## config.mk

```make
export PLATFORM = sky130hd
export DESIGN_NAME = pss_sequencer
export DESIGN_NICKNAME = d
export VERILOG_FILES = /design/src/rtl/pss_pkg.sv /design/src/rtl/pss_button.sv /design/src/rtl/pss_sequencer.sv /design/src/rtl/pss_wake.sv
export SDC_FILE = /design/constraint.sdc
export NUM_CORES = 1
export LEC_CHECK = 0
export BUFFER_PORTS_ARGS = -buffer_cell sky130_fd_sc_hd__buf_2
export CAP_MARGIN = 30
export CORE_MARGIN = 3
export CORE_UTILIZATION = 42
export CTS_CLUSTER_DIAMETER = 60
export DETAILED_ROUTE_END_ITERATION = 16
export PLACE_DENSITY_LB_ADDON = 0.1
export SYNTH_ARGS = -nofsm -noshare
export SYNTH_HDL_FRONTEND = slang
export SYNTH_SLANG_ARGS = --single-unit
```

## constraint.sdc

```tcl
create_clock -name mclk -period 4.2 [get_ports mclk]
set_clock_uncertainty 0.1 [all_clocks]
set_input_delay 0 -clock mclk [delete_from_list [all_inputs] [get_ports mclk]]
set_output_delay 0 -clock mclk [all_outputs]
set_load 0.01 [all_outputs]
```

## src/rtl/pss_pkg.sv

```systemverilog
// Constants and types shared by the power-state sequencer
package pss_pkg;

   // ==========================================================
   // Clock and timing
   // ==========================================================
   localparam int CLK_MHZ        = 250;
   localparam int LONG_PRESS_MS  = 4000;
   localparam int LONG_PRESS_CYC = LONG_PRESS_MS * CLK_MHZ * 1000;
   localparam int DEBOUNCE_MS    = 10;
   localparam int DEBOUNCE_CYC   = DEBOUNCE_MS * CLK_MHZ * 1000;

   // ==========================================================
   // Register map (byte addresses)
   // ==========================================================
   localparam int         ADDR_W    = 8;
   localparam logic [7:0] OFS_CTRL  = 8'h00;
   localparam logic [7:0] OFS_CMD   = 8'h04;
   localparam logic [7:0] OFS_STATE = 8'h08;
   localparam logic [7:0] OFS_ISTAT = 8'h0C;
   localparam logic [7:0] OFS_IMASK = 8'h10;
   localparam logic [7:0] OFS_WCAUSE = 8'h14;

   // Control fields
   localparam int CTRL_SLEEP_S3 = 0;
   localparam int CTRL_S5_WAKE  = 1;
   localparam int CTRL_POL_LO   = 2;
   localparam logic [1:0] POL_RESTORE = 2'h0;
   localparam logic [1:0] POL_ON      = 2'h1;
   localparam logic [1:0] POL_OFF     = 2'h2;
   localparam logic [1:0] POL_RST     = 2'h0;

   // Command bits
   localparam int CMD_SLEEP    = 0;
   localparam int CMD_SUSPEND4 = 1;
   localparam int CMD_SOFT_OFF = 2;

   // Interrupt status bits
   localparam int INT_WAKE    = 0;
   localparam int INT_SHORT   = 1;
   localparam int INT_LONG    = 2;
   localparam int INT_AC_LOST = 3;
   localparam int INT_AC_BACK = 4;
   localparam int INT_W       = 5;
   localparam logic [4:0] IMASK_RST = 5'h00;

   // Wake sources and where each may act
   localparam int WK_LAN  = 0;
   localparam int WK_PME  = 1;
   localparam int WK_RING = 2;
   localparam int WK_PS2  = 3;
   localparam int WK_USB  = 4;
   localparam int WK_RTC  = 5;
   localparam int WK_N    = 6;
   localparam logic [5:0] WK_FROM_S13 = 6'h3F;
   localparam logic [5:0] WK_FROM_S4  = 6'h23;
   localparam logic [5:0] WK_FROM_S5  = 6'h20;
   localparam logic [5:0] WK_S5_GATED = 6'h03;

   // System power states
   typedef enum logic [2:0] {
      PSS_S0 = 3'b000,
      PSS_S1 = 3'b001,
      PSS_S3 = 3'b011,
      PSS_S4 = 3'b100,
      PSS_S5 = 3'b101,
      PSS_G3 = 3'b111
   } pss_state_e;

endpackage

```

## src/rtl/pss_button.sv

```systemverilog
// Power-button debouncer and press-length classifier
`timescale 1ns/1ps
module pss_button
   import pss_pkg::*;
#(
   parameter int DEB_CYC  = DEBOUNCE_CYC,
   parameter int LONG_CYC = LONG_PRESS_CYC
) (
   // Clock and reset
   input  wire logic mclk,
   input  wire logic reset_n,
   // Raw button, low while pressed
   input  wire logic btn_n,
   // Classified presses
   output logic      short_press,
   output logic      long_press
);

   typedef struct packed {
      logic        stable;
      logic [31:0] deb_cnt;
      logic [31:0] hold_cnt;
      logic        long_done;
      logic        short_press;
      logic        long_press;
   } pss_btn_s;

   pss_btn_s r;
   pss_btn_s next_r;

   // ==========================================================
   // Debounce, then time the held level
   // ==========================================================
   always_comb begin
      next_r = r;
      next_r.short_press = 1'b0;
      next_r.long_press  = 1'b0;
      if (~btn_n != r.stable) begin
         if (r.deb_cnt >= 32'(DEB_CYC - 1)) begin
            next_r.stable  = ~btn_n;
            next_r.deb_cnt = 32'h0;
         end else begin
            next_r.deb_cnt = r.deb_cnt + 32'h1;
         end
      end else begin
         next_r.deb_cnt = 32'h0;
      end
      if (r.stable) begin
         if (!r.long_done) begin
            if (r.hold_cnt >= 32'(LONG_CYC - 1)) begin
               next_r.long_press = 1'b1;
               next_r.long_done  = 1'b1;
            end else begin
               next_r.hold_cnt = r.hold_cnt + 32'h1;
            end
         end
      end else begin
         // Released before the threshold: short press
         next_r.short_press = (r.hold_cnt != 32'h0) && !r.long_done;
         next_r.hold_cnt    = 32'h0;
         next_r.long_done   = 1'b0;
      end
   end

   // State register
   always_ff @(posedge mclk) begin
      if (!reset_n) begin
         r <= '0;
      end else begin
         r <= next_r;
      end
   end

   assign short_press = r.short_press;
   assign long_press  = r.long_press;
endmodule

```

## src/rtl/pss_sequencer.sv

```systemverilog
// System power-state sequencer with register port and interrupt
//
// Decided for this implementation: the placing of the registers and strobed register access.
`timescale 1ns/1ps
module pss_sequencer
   import pss_pkg::*;
#(
   parameter int DEB_CYC  = DEBOUNCE_CYC,
   parameter int LONG_CYC = LONG_PRESS_CYC
) (
   // Clock and power-good reset
   input  wire logic              mclk,
   input  wire logic              reset_n,
   // Register port
   input  wire logic [ADDR_W-1:0] addr,
   input  wire logic [31:0]       wdata,
   input  wire logic              wr_en,
   input  wire logic              rd_en,
   output logic [31:0]            rdata,
   // Button, wake sources and mains sense
   input  wire logic              btn_n,
   input  wire logic [WK_N-1:0]   wake_src,
   input  wire logic              ac_ok,
   // Supply control and status
   output logic                   ps_on,
   output logic [2:0]             sys_state,
   output logic                   irq
);

   typedef struct packed {
      pss_state_e      state;
      logic            ps_on;
      logic            last_on;
      logic            sleep_s3;
      logic            s5_wake_en;
      logic [1:0]      policy;
      logic [INT_W-1:0] int_stat;
      logic [INT_W-1:0] int_mask;
      logic [WK_N-1:0] wake_cause;
      logic [31:0]     rdata;
      logic            irq;
   } pss_seq_s;

   pss_seq_s         r;
   pss_seq_s         next_r;
   logic             short_press;
   logic             long_press;
   logic [WK_N-1:0]  wake_hit;
   logic [INT_W-1:0] ev;
   logic             wr_ctrl;
   logic             wr_cmd;
   logic             wr_istat;
   logic             wr_imask;
   pss_state_e       sleep_tgt;

   // ==========================================================
   // Sub-blocks
   // ==========================================================
   pss_button #(
      .DEB_CYC  (DEB_CYC),
      .LONG_CYC (LONG_CYC)
   ) u_button (
      .mclk        (mclk),
      .reset_n     (reset_n),
      .btn_n       (btn_n),
      .short_press (short_press),
      .long_press  (long_press)
   );

   pss_wake u_wake (
      .mclk       (mclk),
      .reset_n    (reset_n),
      .wake_src   (wake_src),
      .state      (r.state),
      .s5_wake_en (r.s5_wake_en),
      .wake_hit   (wake_hit)
   );

   // ==========================================================
   // Register decode
   // ==========================================================
   assign wr_ctrl  = wr_en && addr == OFS_CTRL;
   assign wr_cmd   = wr_en && addr == OFS_CMD;
   assign wr_istat = wr_en && addr == OFS_ISTAT;
   assign wr_imask = wr_en && addr == OFS_IMASK;
   assign sleep_tgt = r.sleep_s3 ? PSS_S3 : PSS_S1;

   // ==========================================================
   // Next state: power sequencing, registers, interrupt
   // ==========================================================
   always_comb begin
      next_r = r;
      ev     = '0;

      // Configuration writes
      if (wr_ctrl) begin
         next_r.sleep_s3   = wdata[CTRL_SLEEP_S3];
         next_r.s5_wake_en = wdata[CTRL_S5_WAKE];
         next_r.policy     = wdata[CTRL_POL_LO +: 2];
      end
      if (wr_imask) begin
         next_r.int_mask = wdata[INT_W-1:0];
      end

      // Power-state transitions, mains loss first
      if (!ac_ok) begin
         if (r.state != PSS_G3) begin
            ev[INT_AC_LOST] = 1'b1;
         end
         next_r.state = PSS_G3;
      end else if (r.state == PSS_G3) begin
         ev[INT_AC_BACK] = 1'b1;
         unique case (r.policy)
            POL_ON:  next_r.state = PSS_S0;
            POL_OFF: next_r.state = PSS_S5;
            default: next_r.state = r.last_on ? PSS_S0 : PSS_S5;
         endcase
      end else if (long_press && r.state != PSS_S5) begin
         next_r.state = PSS_S5;
      end else begin
         unique case (r.state)
            PSS_S0: begin
               // Only software commands, the button or mains loss leave S0
               if (short_press) begin
                  next_r.state = sleep_tgt;
               end else if (wr_cmd && wdata[CMD_SOFT_OFF]) begin
                  next_r.state = PSS_S5;
               end else if (wr_cmd && wdata[CMD_SLEEP]) begin
                  next_r.state = sleep_tgt;
               end else if (wr_cmd && wdata[CMD_SUSPEND4]) begin
                  next_r.state = PSS_S4;
               end
            end
            PSS_S1, PSS_S3, PSS_S4, PSS_S5: begin
               // Button or accepted source returns to work
               if (short_press || wake_hit != '0) begin
                  next_r.state = PSS_S0;
                  ev[INT_WAKE] = 1'b1;
                  next_r.wake_cause = wake_hit;
               end
            end
            default: next_r.state = PSS_G3;
         endcase
      end

      // Remember whether the system was on, for mains return
      if (r.state != PSS_G3) begin
         next_r.last_on = r.state != PSS_S5;
      end

      // Rails on only in working and S1; standby never dropped
      next_r.ps_on = next_r.state == PSS_S0
                     || next_r.state == PSS_S1;

      // Button events
      ev[INT_SHORT] = short_press;
      ev[INT_LONG]  = long_press;

      // Sticky status, write one to clear, set wins
      next_r.int_stat = (r.int_stat
                         & ~(wr_istat ? wdata[INT_W-1:0] : '0)) | ev;
      next_r.irq = (next_r.int_stat & next_r.int_mask) != '0;

      // Read data stand only in the cycle after the strobe
      next_r.rdata = 32'h0;
      if (rd_en) begin
         unique case (addr)
            OFS_CTRL: begin
               next_r.rdata[CTRL_SLEEP_S3]    = r.sleep_s3;
               next_r.rdata[CTRL_S5_WAKE]     = r.s5_wake_en;
               next_r.rdata[CTRL_POL_LO +: 2] = r.policy;
            end
            OFS_STATE:
               next_r.rdata[4:0] = {r.last_on, r.ps_on, r.state};
            OFS_ISTAT:  next_r.rdata[INT_W-1:0] = r.int_stat;
            OFS_IMASK:  next_r.rdata[INT_W-1:0] = r.int_mask;
            OFS_WCAUSE: next_r.rdata[WK_N-1:0]  = r.wake_cause;
            default:    next_r.rdata = 32'h0;
         endcase
      end
   end

   // ==========================================================
   // State register
   // ==========================================================
   always_ff @(posedge mclk) begin
      if (!reset_n) begin
         r            <= '0;
         r.state      <= PSS_G3;
         r.s5_wake_en <= 1'b0;
         r.policy     <= POL_RST;
         r.int_mask   <= IMASK_RST;
      end else begin
         r <= next_r;
      end
   end

   // Outputs straight from the state register
   assign rdata     = r.rdata;
   assign ps_on     = r.ps_on;
   assign sys_state = r.state;
   assign irq       = r.irq;
endmodule

```

## src/rtl/pss_wake.sv

```systemverilog
// Wake-source qualifier: edge detect and per-state acceptance
`timescale 1ns/1ps
module pss_wake
   import pss_pkg::*;
(
   // Clock and reset
   input  wire logic            mclk,
   input  wire logic            reset_n,
   // Wake requests, high active
   input  wire logic [WK_N-1:0] wake_src,
   // Context
   input  wire pss_state_e      state,
   input  wire logic            s5_wake_en,
   // Accepted wake, one-cycle pulse per source
   output logic [WK_N-1:0]      wake_hit
);

   typedef struct packed {
      logic [WK_N-1:0] prev;
      logic [WK_N-1:0] hit;
   } pss_wake_s;

   pss_wake_s       r;
   pss_wake_s       next_r;
   logic [WK_N-1:0] allow;
   logic [WK_N-1:0] rise;

   // ==========================================================
   // Acceptance per source and state
   // ==========================================================
   for (genvar i = 0; i < WK_N; i++) begin : g_allow
      assign allow[i] =
         ((state == PSS_S1 || state == PSS_S3) && WK_FROM_S13[i])
         || (state == PSS_S4 && WK_FROM_S4[i])
         || (state == PSS_S5 && (WK_FROM_S5[i]
             || (WK_S5_GATED[i] && s5_wake_en)));
   end

   assign rise = wake_src & ~r.prev;

   // Register edges and accepted hits
   always_comb begin
      next_r      = r;
      next_r.prev = wake_src;
      next_r.hit  = rise & allow;
   end

   always_ff @(posedge mclk) begin
      if (!reset_n) begin
         r <= '0;
      end else begin
         r <= next_r;
      end
   end

   assign wake_hit = r.hit;
endmodule

```

==> metrics.yaml, run 1 <==
status: "finished, final reports clean"
fin_area_um2: 5900
setup_violations: 0
clock_sinks: 112
dpl_cell_area_um2: 5370
io_pins: 89
hold_buffers: 19
cts_buffers: 9
via_per_inst: 5.21
syn_inst: 588
cp_max_fo: 22
synth.distinct_cells: 64
p_sw_frac: 0.219
r2r_setup_slack_ps: 1400
dp_hpwl_mm: 8.12
internal_power_mw: 1.69
area_growth_pct: 13.4
drive_above_1_share: 0.102
clk_latency_ps: 360
synth_area_um2: 5200
r2r-end: "u_button.r[25]"
worstMarginPinSlew_ps: 977
grt_first_pass_wirelength_mm: 18.9
crit_arrival_ps: 2990
gp_congestion: 0.843
overflow: 0
grt_antenna_before_repair: 0
avgSynthCellArea_um2: 8.84
final_nets: 691
seq_area_frac_synth: 0.431
hold_end: "r[51]"
n_antenna_cell: 0
max_stage_delay_ps: 620
cts_resized: 0
dpl_worst_slack_ps: 1420
cts-root-buf: "clkbuf_16"
worstHoldPathType: "in2reg"
seq_power_share: 0.508
chipWidth_um: 117
grt_pass1_vias: 3887
drt_iter0_drc: 294
period_share: 0.668
dr.pass1.iters: 4
grt_util_all_layers: 0.174
end_kind: "flip-flop"
power_density_nw_per_um2: 366
fin_tns_setup_ps: 0
cts_setup_buffers: 0
dieArea_um2: 13700
rsz0062_at_grt: "false"
wirelength_mm: 11.4
total_power_mw: 2.16
grt_max_degree: 40
cts_max_path_buffers: 2
final_max_slew_viol_count: 0
worstPathRequired_ps: 4390
rows: 40
yosysWarnings: 0
coreArea_um2: 12100
synth_async_sr_flop_share: 0
finish.utilization: 0.489
hold_viol_final: 0
power_switching_uw: 474
rr_worst_depth: 7
htreeDepth: 3
drc: 0
hp-start: "wr_en"
synth_edf_count: 0
fmax_mhz: 357
synthFlopType: "dfxtp_1"
peakVddDrop_v: 0.000239
leakage_nw: 2.17
crit_slowest_cell: "or4_1"
cts_tree: "done"
worstReg2RegStart: "u_button.r[4]"
start_util: 0.431
maxCapViolCount: 0
via_count: 4209
critPathKind: "reg2reg"
startpoint_type: "flip-flop"
path_clk_slew_ps: 70
wl_per_cell_um: 14.1
relSlewSlack: 0.343
finalCriticalPeriod_ps: 2800
synth-seq-cells: 112
path_cells: "ha_1, and2_1, nand4_1, a2111o_1, nand3_2, or4_1, a21oi_1"
power_frac_comb: 0.055
holdPathStages: 4
portBuffers: 35
final_antenna_net_count: 0
die_h_um: 117
fin_ws_ps: 1400
clkPwrFrac: 0.437
[cell type report]
class / instances / area, um2
clock buffers: 12 / 256
clock inverters: 4 / 76.3
fillers: 1174 / 6160
inverters: 10 / 37.5
multi-input cells: 446 / 2700
flip-flops and latches: 112 / 2240
well taps: 168 / 210
repair buffers: 56 / 378
[power groups by stage]
stage | registers, mW | logic, mW | clock network [mW]
after floorplan | 1.11 | 0.101 | 0
after global placement | 1.12 | 0.109 | 0
after detailed placement | 1.12 | 0.110 | 0
after CTS | 1.10 | 0.120 | 0.975
after global routing | 1.10 | 0.136 | 1.02
final | 1.10 | 0.119 | 0.943
[cells by family after synthesis]
family,Yosys count,share of synthesized area
other,1,0.000721
xor gates and xnor gates,29,0.0489
DFF,112,0.431
muxes,13,0.0250
buffers and inverters,65,0.0753
and+or+nand+nor,262,0.279
adders and majority gates,4,0.00963
AOI/OAI and AO/OA,102,0.130
[flip-flops by register name, summed over array words and instances, names as in the netlist]
name	flops
u_button.short_press	1
r	21
irq	1
rdata	6
u_wake.r	6
u_wake.wake_hit	6
u_button.long_press	1
ps_on	1
u_button.r	66
sys_state	3
[per-stage QoR]
step	cells	hold slack, ps
global route	808	39.4
CTS	808	0.489
detailed placement	773	127
finish	808	12.8
global placement	772	125
floorplan	623	16.4
[per-layer routing]
| metal | part of all wire | vias to the layer above | track usage | routed length, um |
|---|---|---|---|---|
| li1 | - | 2137 | - | - |
| met1 | 0.47 | 1969 | 0.222 | 5350 |
| met2 | 0.47 | 80 | 0.277 | 5290 |
| met3 | 0.038 | 23 | 0.0442 | 431 |
| met4 | 0.026 | 0 | 0.0787 | 299 |
| met5 | 0 | - | 0 | 0 |
[synth_stat cells (2+ instances only)]
master | number | share of area
dfxtp_1 | 112 | 0.43
nor2_1 | 50 | 0.036
nand2_1 | 49 | 0.035
buf_4 | 36 | 0.052
a21oi_1 | 35 | 0.034
nand3_1 | 29 | 0.028
xor2_1 | 20 | 0.034
nor2b_1 | 18 | 0.022
nand4_1 | 17 | 0.020
nor4_1 | 15 | 0.018
clkbuf_1 | 14 | 0.010
mux2i_1 | 13 | 0.025
nor3_1 | 13 | 0.013
o21ai_0 | 12 | 0.012
or3_1 | 11 | 0.013
and3_1 | 10 | 0.012
inv_1 | 10 | 0.0072
xnor2_1 | 9 | 0.015
and2_1 | 8 | 0.0096
nor3b_1 | 8 | 0.012
or4_1 | 8 | 0.012
a21boi_0 | 7 | 0.010
o31ai_1 | 7 | 0.010
o21a_1 | 6 | 0.0087
a222oi_1 | 5 | 0.0096
a22oi_1 | 5 | 0.0072
and4_1 | 5 | 0.0084
o21ai_1 | 5 | 0.0048
buf_2 | 4 | 0.0039
ha_1 | 4 | 0.0096
o211ai_1 | 4 | 0.0058
nand2b_1 | 3 | 0.0036
a211oi_1 | 2 | 0.0029
o22ai_1 | 2 | 0.0024
or2_2 | 2 | 0.0024
or4b_1 | 2 | 0.0039
[cells in the final DEF (no fill, tap or decap), types with 12 or more instances in the layout]
cell,Yosys,layout
nand3_1,29,29
o21ai_0,12,12
nor2b_1,18,18
xor2_1,20,20
nor4_1,15,15
nor3_1,13,13
a21oi_1,35,35
mux2i_1,13,13
nand2_1,49,49
nor2_1,50,50
conb_1,1,36
nand4_1,17,17
dlygate4sd3_1,0,19
dfxtp_1,112,112
buf_2,4,36
[critical path, delay by kind of cell (launching register included)]
kind	cells	cell delay [ps]
DFF	1	350
and+or+nand+nor	4	1500
AOI/OAI and AO/OA	2	590
adders and majority gates	1	210
[worst max-delay path by stage]
| stage | startpoint | endpoint | depth (start not counted) |
|---|---|---|---|
| finish | u_button.r[4] | u_button.r[25] | 7 |
| CTS | u_button.r[3] | u_button.r[25] | 7 |
| global placement | u_button.r[3] | u_button.r[22] | 7 |
| global route | u_button.r[4] | u_button.r[25] | 7 |
| detailed placement | u_button.r[3] | u_button.r[25] | 7 |
| floorplan | u_button.r[4] | u_button.r[16] | 10 |
Note: power is estimated with default switching activity, not from simulation.
==> inputs of run 2 (changes only) <==
Clock period 4.2 ns to 2.47 ns, I/O delays scaled along.
==> metrics.yaml, run 2 (same netlist as run 1, synthesis figures left out) <==
via_per_inst: 5.17
cts_max_path_buffers: 2
most-common-layout-cells: "dfxtp_1 (112), nor2_1 (50), nand2_1 (49), conb_1 (36)"
rows: 40
dr.pass1.iters: 5
dieArea_um2: 13700
layout_commonest_cell: "dfxtp_1"
status: "finished, final reports clean"
overflow: 0
htreeDepth: 3
die_h_um: 117
fin_tns_setup_ps: 0
final_antenna_net_count: 0
grt_max_degree: 25
grt_util_all_layers: 0.173
end_kind: "flip-flop"
filler_cell_count: 1173
final_max_slew_viol_count: 0
critPathKind: "reg2reg"
drt_iter0_drc: 319
final_cell_count_no_fill: 825
area_growth_pct: 16.4
crit_arrival_ps: 2520
maxCapViolCount: 0
cts-root-buf: "clkbuf_16"
rsz0062_at_grt: "false"
worstHoldPathType: "in2reg"
top_register: "u_button.r"
hold_buffers: 19
drive_above_1_share: 0.125
setup_violations: 0
total_power_mw: 3.77
clk_latency_ps: 350
n_antenna_cell: 0
fmax_mhz: 427
fin_area_um2: 6050
path_clk_slew_ps: 70
wl_per_cell_um: 14.1
finalCriticalPeriod_ps: 2340
place_inst: 790
portBuffers: 35
wirelength_mm: 11.6
cts_setup_buffers: 0
cts_resized: 0
final_nets: 708
hold_viol_final: 0
start_util: 0.431
drc: 0
dp_hpwl_mm: 8.51
period_share: 0.949
largest_register_ffs: 66
reg.largest.list: "u_button.r x66, r x21"
clock_sinks: 112
leakage_nw: 2.27
dpl_cell_area_um2: 5500
power_density_nw_per_um2: 623
cts_tree: "done"
io_pins: 89
relSlewSlack: 0.644
worstMarginPinSlew_ps: 533
via_count: 4263
startpoint_type: "flip-flop"
max_stage_delay_ps: 400
cp_max_fo: 14
cts_buffers: 9
chipWidth_um: 117
grt_pass1_vias: 3889
peakVddDrop_v: 0.000400
fin_ws_ps: 126
worstPathRequired_ps: 2640
path_cells: "and4_1, nand4_4, and4bb_2, nand3_2, buf_4, or3_1, a21oi_1"
grt_antenna_before_repair: 0
coreArea_um2: 12100
grt_first_pass_wirelength_mm: 18.8
dpl_worst_slack_ps: 190
crit_slowest_cell: "dfxtp_1"
gp_congestion: 0.834
[run 2: area by class of cell]
type / instances / area [um2] / area share
Multi-Input combinational cell: 446 / 2700 / 0.446
Sequential cell: 112 / 2240 / 0.371
Timing Repair Buffer: 73 / 508 / 0.0840
Clock buffer: 12 / 256 / 0.0424
Tap cell: 168 / 210 / 0.0347
Clock inverter: 4 / 98.8 / 0.0163
Inverter: 10 / 37.5 / 0.00620
[run 2: power by group]
group	switching [mW]	internal (mW)	total, mW
clock network	0.646	1.05	1.70
logic	0.122	0.0878	0.209
registers	0.0281	1.84	1.87
total	0.795	2.98	3.77
[run 2: critical path, delay by kind of cell, from the launching register on]
kind            cells  cell delay (ps)
buf+inv             1              250
compound gates      1              150
flops               1              400
simple gates        5             1360
[run 2: final timing paths]
check	startpoint	endpoint	slack, ps	cells past startpoint
worst max-delay path	u_button.r[8]	u_button.r[17]	130	7
worst min-delay path	addr[2]	rdata[4]	40	5
worst max register to register	u_button.r[8]	u_button.r[17]	130	7
worst min register to register	u_wake.r[11]	u_wake.wake_hit[5]	290	1
[run 2: layer usage]
metal / routed length (um) / track usage / vias up
li1: - / - / 2167
met1: 5280 / 0.221 / 1984
met2: 5640 / 0.286 / 99
met3: 532 / 0.0494 / 13
met4: 167 / 0.0489 / 0
met5: 0 / 0 / -
[run 2: through the flow]
stage	hold WS, ps	utilization
CTS	35.8	0.502
finish	42.3	0.502
detailed placement	122	0.456
floorplan	16.4	-
global route	95.6	0.502
global placement	125	0.456
==> inputs of run 3 (changes only) <==
Settings changed: SYNTH_HIERARCHICAL set to 1.
==> metrics.yaml, run 3 <==
status: "finished, final reports clean"
rsz0062_at_grt: "false"
gp_congestion: 0.877
n_antenna_cell: 0
synthTopCellsByCount: "dfxtp_1 (112), nor2_1 (91), buf_4 (43)"
wirelength_mm: 12.1
synth_top_family_by_area: "simple AND/OR/NAND/NOR gates"
leakage_nw: 2.28
start_util: 0.437
seq_area_frac_synth: 0.420
worstMarginPinSlew_ps: 706
path_cells: "and4_1, o311ai_0, or4b_1, buf_4, nand2_1, mux2i_1, nor2_1"
critPathKind: "reg2reg"
synth-simple-area-share: 0.276
grt_max_degree: 23
cts_buffers: 9
period_share: 0.934
htreeDepth: 3
overflow: 0
drt_iter0_drc: 248
reg.largest.list: "u_button/r x66, r x21"
final_antenna_net_count: 0
yosysWarnings: 6
grt_pass1_vias: 4184
peakVddDrop_v: 0.000302
critical_path.top_delay_family: "simple AND/OR/NAND/NOR gates"
clock_sinks: 112
max_stage_delay_ps: 600
crit_arrival_ps: 2450
clk_latency_ps: 350
hold_viol_final: 0
area_growth_pct: 13.0
most-common-layout-cells: "dfxtp_1 (110), nor2_1 (91), nand2_1 (38), conb_1 (36), xor2_1 (36)"
portBuffers: 35
fmax_mhz: 433
worstPathRequired_ps: 2610
cts_setup_buffers: 0
layout_commonest_cell: "dfxtp_1"
grt_antenna_before_repair: 0
via_per_inst: 5.20
dp_hpwl_mm: 8.72
final_max_slew_viol_count: 0
fin_tns_setup_ps: 0
cp_max_fo: 8
crit_slowest_cell: "or4b_1"
worstHoldPathType: "in2reg"
cts_tree: "done"
synth_area_um2: 5330
setup_violations: 0
dpl_cell_area_um2: 5560
grt_first_pass_wirelength_mm: 20.4
relSlewSlack: 0.529
synth-seq-cells: 112
maxCapViolCount: 0
path_clk_slew_ps: 70
syn_inst: 602
path_buf_inv: 1
top_register: "u_button/r"
grt_util_all_layers: 0.178
internal_power_mw: 2.61
synthTopCellsByArea: "dfxtp_1 (42%), nor2_1 (6.4%), buf_4 (6.1%)"
synth_top_area_cell: "dfxtp_1"
synth_xor_area_frac: 0.0739
drc: 0
cts-root-buf: "clkbuf_16"
wl_per_cell_um: 14.6
dr.pass1.iters: 4
finalCriticalPeriod_ps: 2310
coreArea_um2: 12200
power_density_nw_per_um2: 571
end_kind: "flip-flop"
synth_compound_area_frac: 0.105
synth_adder_area_share: 0.00939
yosysMostFrequentCell: "dfxtp_1"
dieArea_um2: 14100
seq_power_share: 0.537
cts_max_path_buffers: 2
power_switching_uw: 829
via_count: 4314
finish.utilization: 0.493
synth_top_cell_area_share: 0.420
synth_async_sr_flop_share: 0
rows: 40
clkPwrFrac: 0.410
drive_above_1_share: 0.129
synth.distinct_cells: 70
total_power_mw: 3.44
startpoint_type: "flip-flop"
fin_area_um2: 6020
synthFlopType: "dfxtp_1"
synth_edf_count: 0
die_h_um: 119
p_sw_frac: 0.241
final_nets: 712
largest_register_ffs: 66
power_frac_comb: 0.053
io_pins: 89
avgSynthCellArea_um2: 8.86
synthMuxAreaShare: 0.0244
chipWidth_um: 119
-- run 3: cell types whose count changed in the layout (fill, tap and decap cells not counted), moves of 6 or more --
cell / change
xor2_1: +16
a21oi_1: -14
or3_1: -7
o31ai_1: -6
nand4_1: +10
nand2_1: -11
and3_1: +8
nor2_1: +41
nor2b_1: -12
a21boi_0: -6
o21ai_0: -8
-- run 3: final timing paths --
path / start / to / slack (ps) / cells after the start
worst max-delay path: u_button/r[17] / u_button/r[4] / 160 / 7
worst min-delay path: reset_n / sys_state[0] / 20 / 3
worst max register to register: u_button/r[17] / u_button/r[4] / 160 / 7
worst min register to register: u_wake/r[11] / u_wake/wake_hit[5] / 280 / 1
-- run 3: area by class of cell --
type / instances / area, um2
Clock buffer: 9 / 225
Clock inverter: 7 / 63.8
Fill cell: 1222 / 6190
Inverter: 13 / 48.8
Multi-Input combinational cell: 450 / 2750
Sequential cell: 112 / 2240
Tap cell: 168 / 210
Timing Repair Buffer: 70 / 480
-- run 3: power by group through the flow --
| stage | sequential (mW) | clock [mW] | combinational [mW] |
|---|---|---|---|
| final | 1.85 | 1.41 | 0.182 |
| after global routing | 1.85 | 1.55 | 0.202 |
| after CTS | 1.85 | 1.47 | 0.181 |
| after detailed placement | 1.89 | 0 | 0.162 |
| after global placement | 1.89 | 0 | 0.160 |
| after floorplan | 1.88 | 0 | 0.138 |
-- run 3: worst register-to-register path, delay by kind of cell (launching register included) --
family,cells,cell delay [ps]
AND/OR/NAND/NOR,4,1080
flip-flops,1,410
multiplexers,1,210
AO/OA/AOI/OAI,1,200
buffers and inverters,1,200
-- run 3: kinds of logic (layout without fill, tap and decap cells) --
kind of cell / count (synthesis) / after routing
compound gates: 75 / 75
fa+ha+maj: 4 / 4
other cells: 2 / 36
mux: 13 / 13
flops: 112 / 112
simple gates: 277 / 277
xor+xnor: 45 / 45
buf+inv: 74 / 99
-- run 3: metal layers --
metal | global-route usage | part of all wire | vias up
met5 | 0 | 0 | -
met4 | 0.0579 | 0.016 | 0
met3 | 0.0522 | 0.041 | 14
met2 | 0.287 | 0.47 | 87
met1 | 0.227 | 0.47 | 2047
li1 | - | - | 2166
-- run 3: per-stage QoR --
step,hold WS [ps],cells,worst slack [ps]
3_3_place_gp,113,796,162
2_1_floorplan,-21.6,636,238
5_1_grt,17.6,829,27.0
6_report,22.9,829,162
3_5_place_dp,126,796,126
4_1_cts,7.47,829,105
-- run 3: timing repair --
item	in CTS	in global routing
hold buffers	17	0
resized for setup	0	3
endpoints found under the setup margin	0	23
hold endpoints to repair	37	0
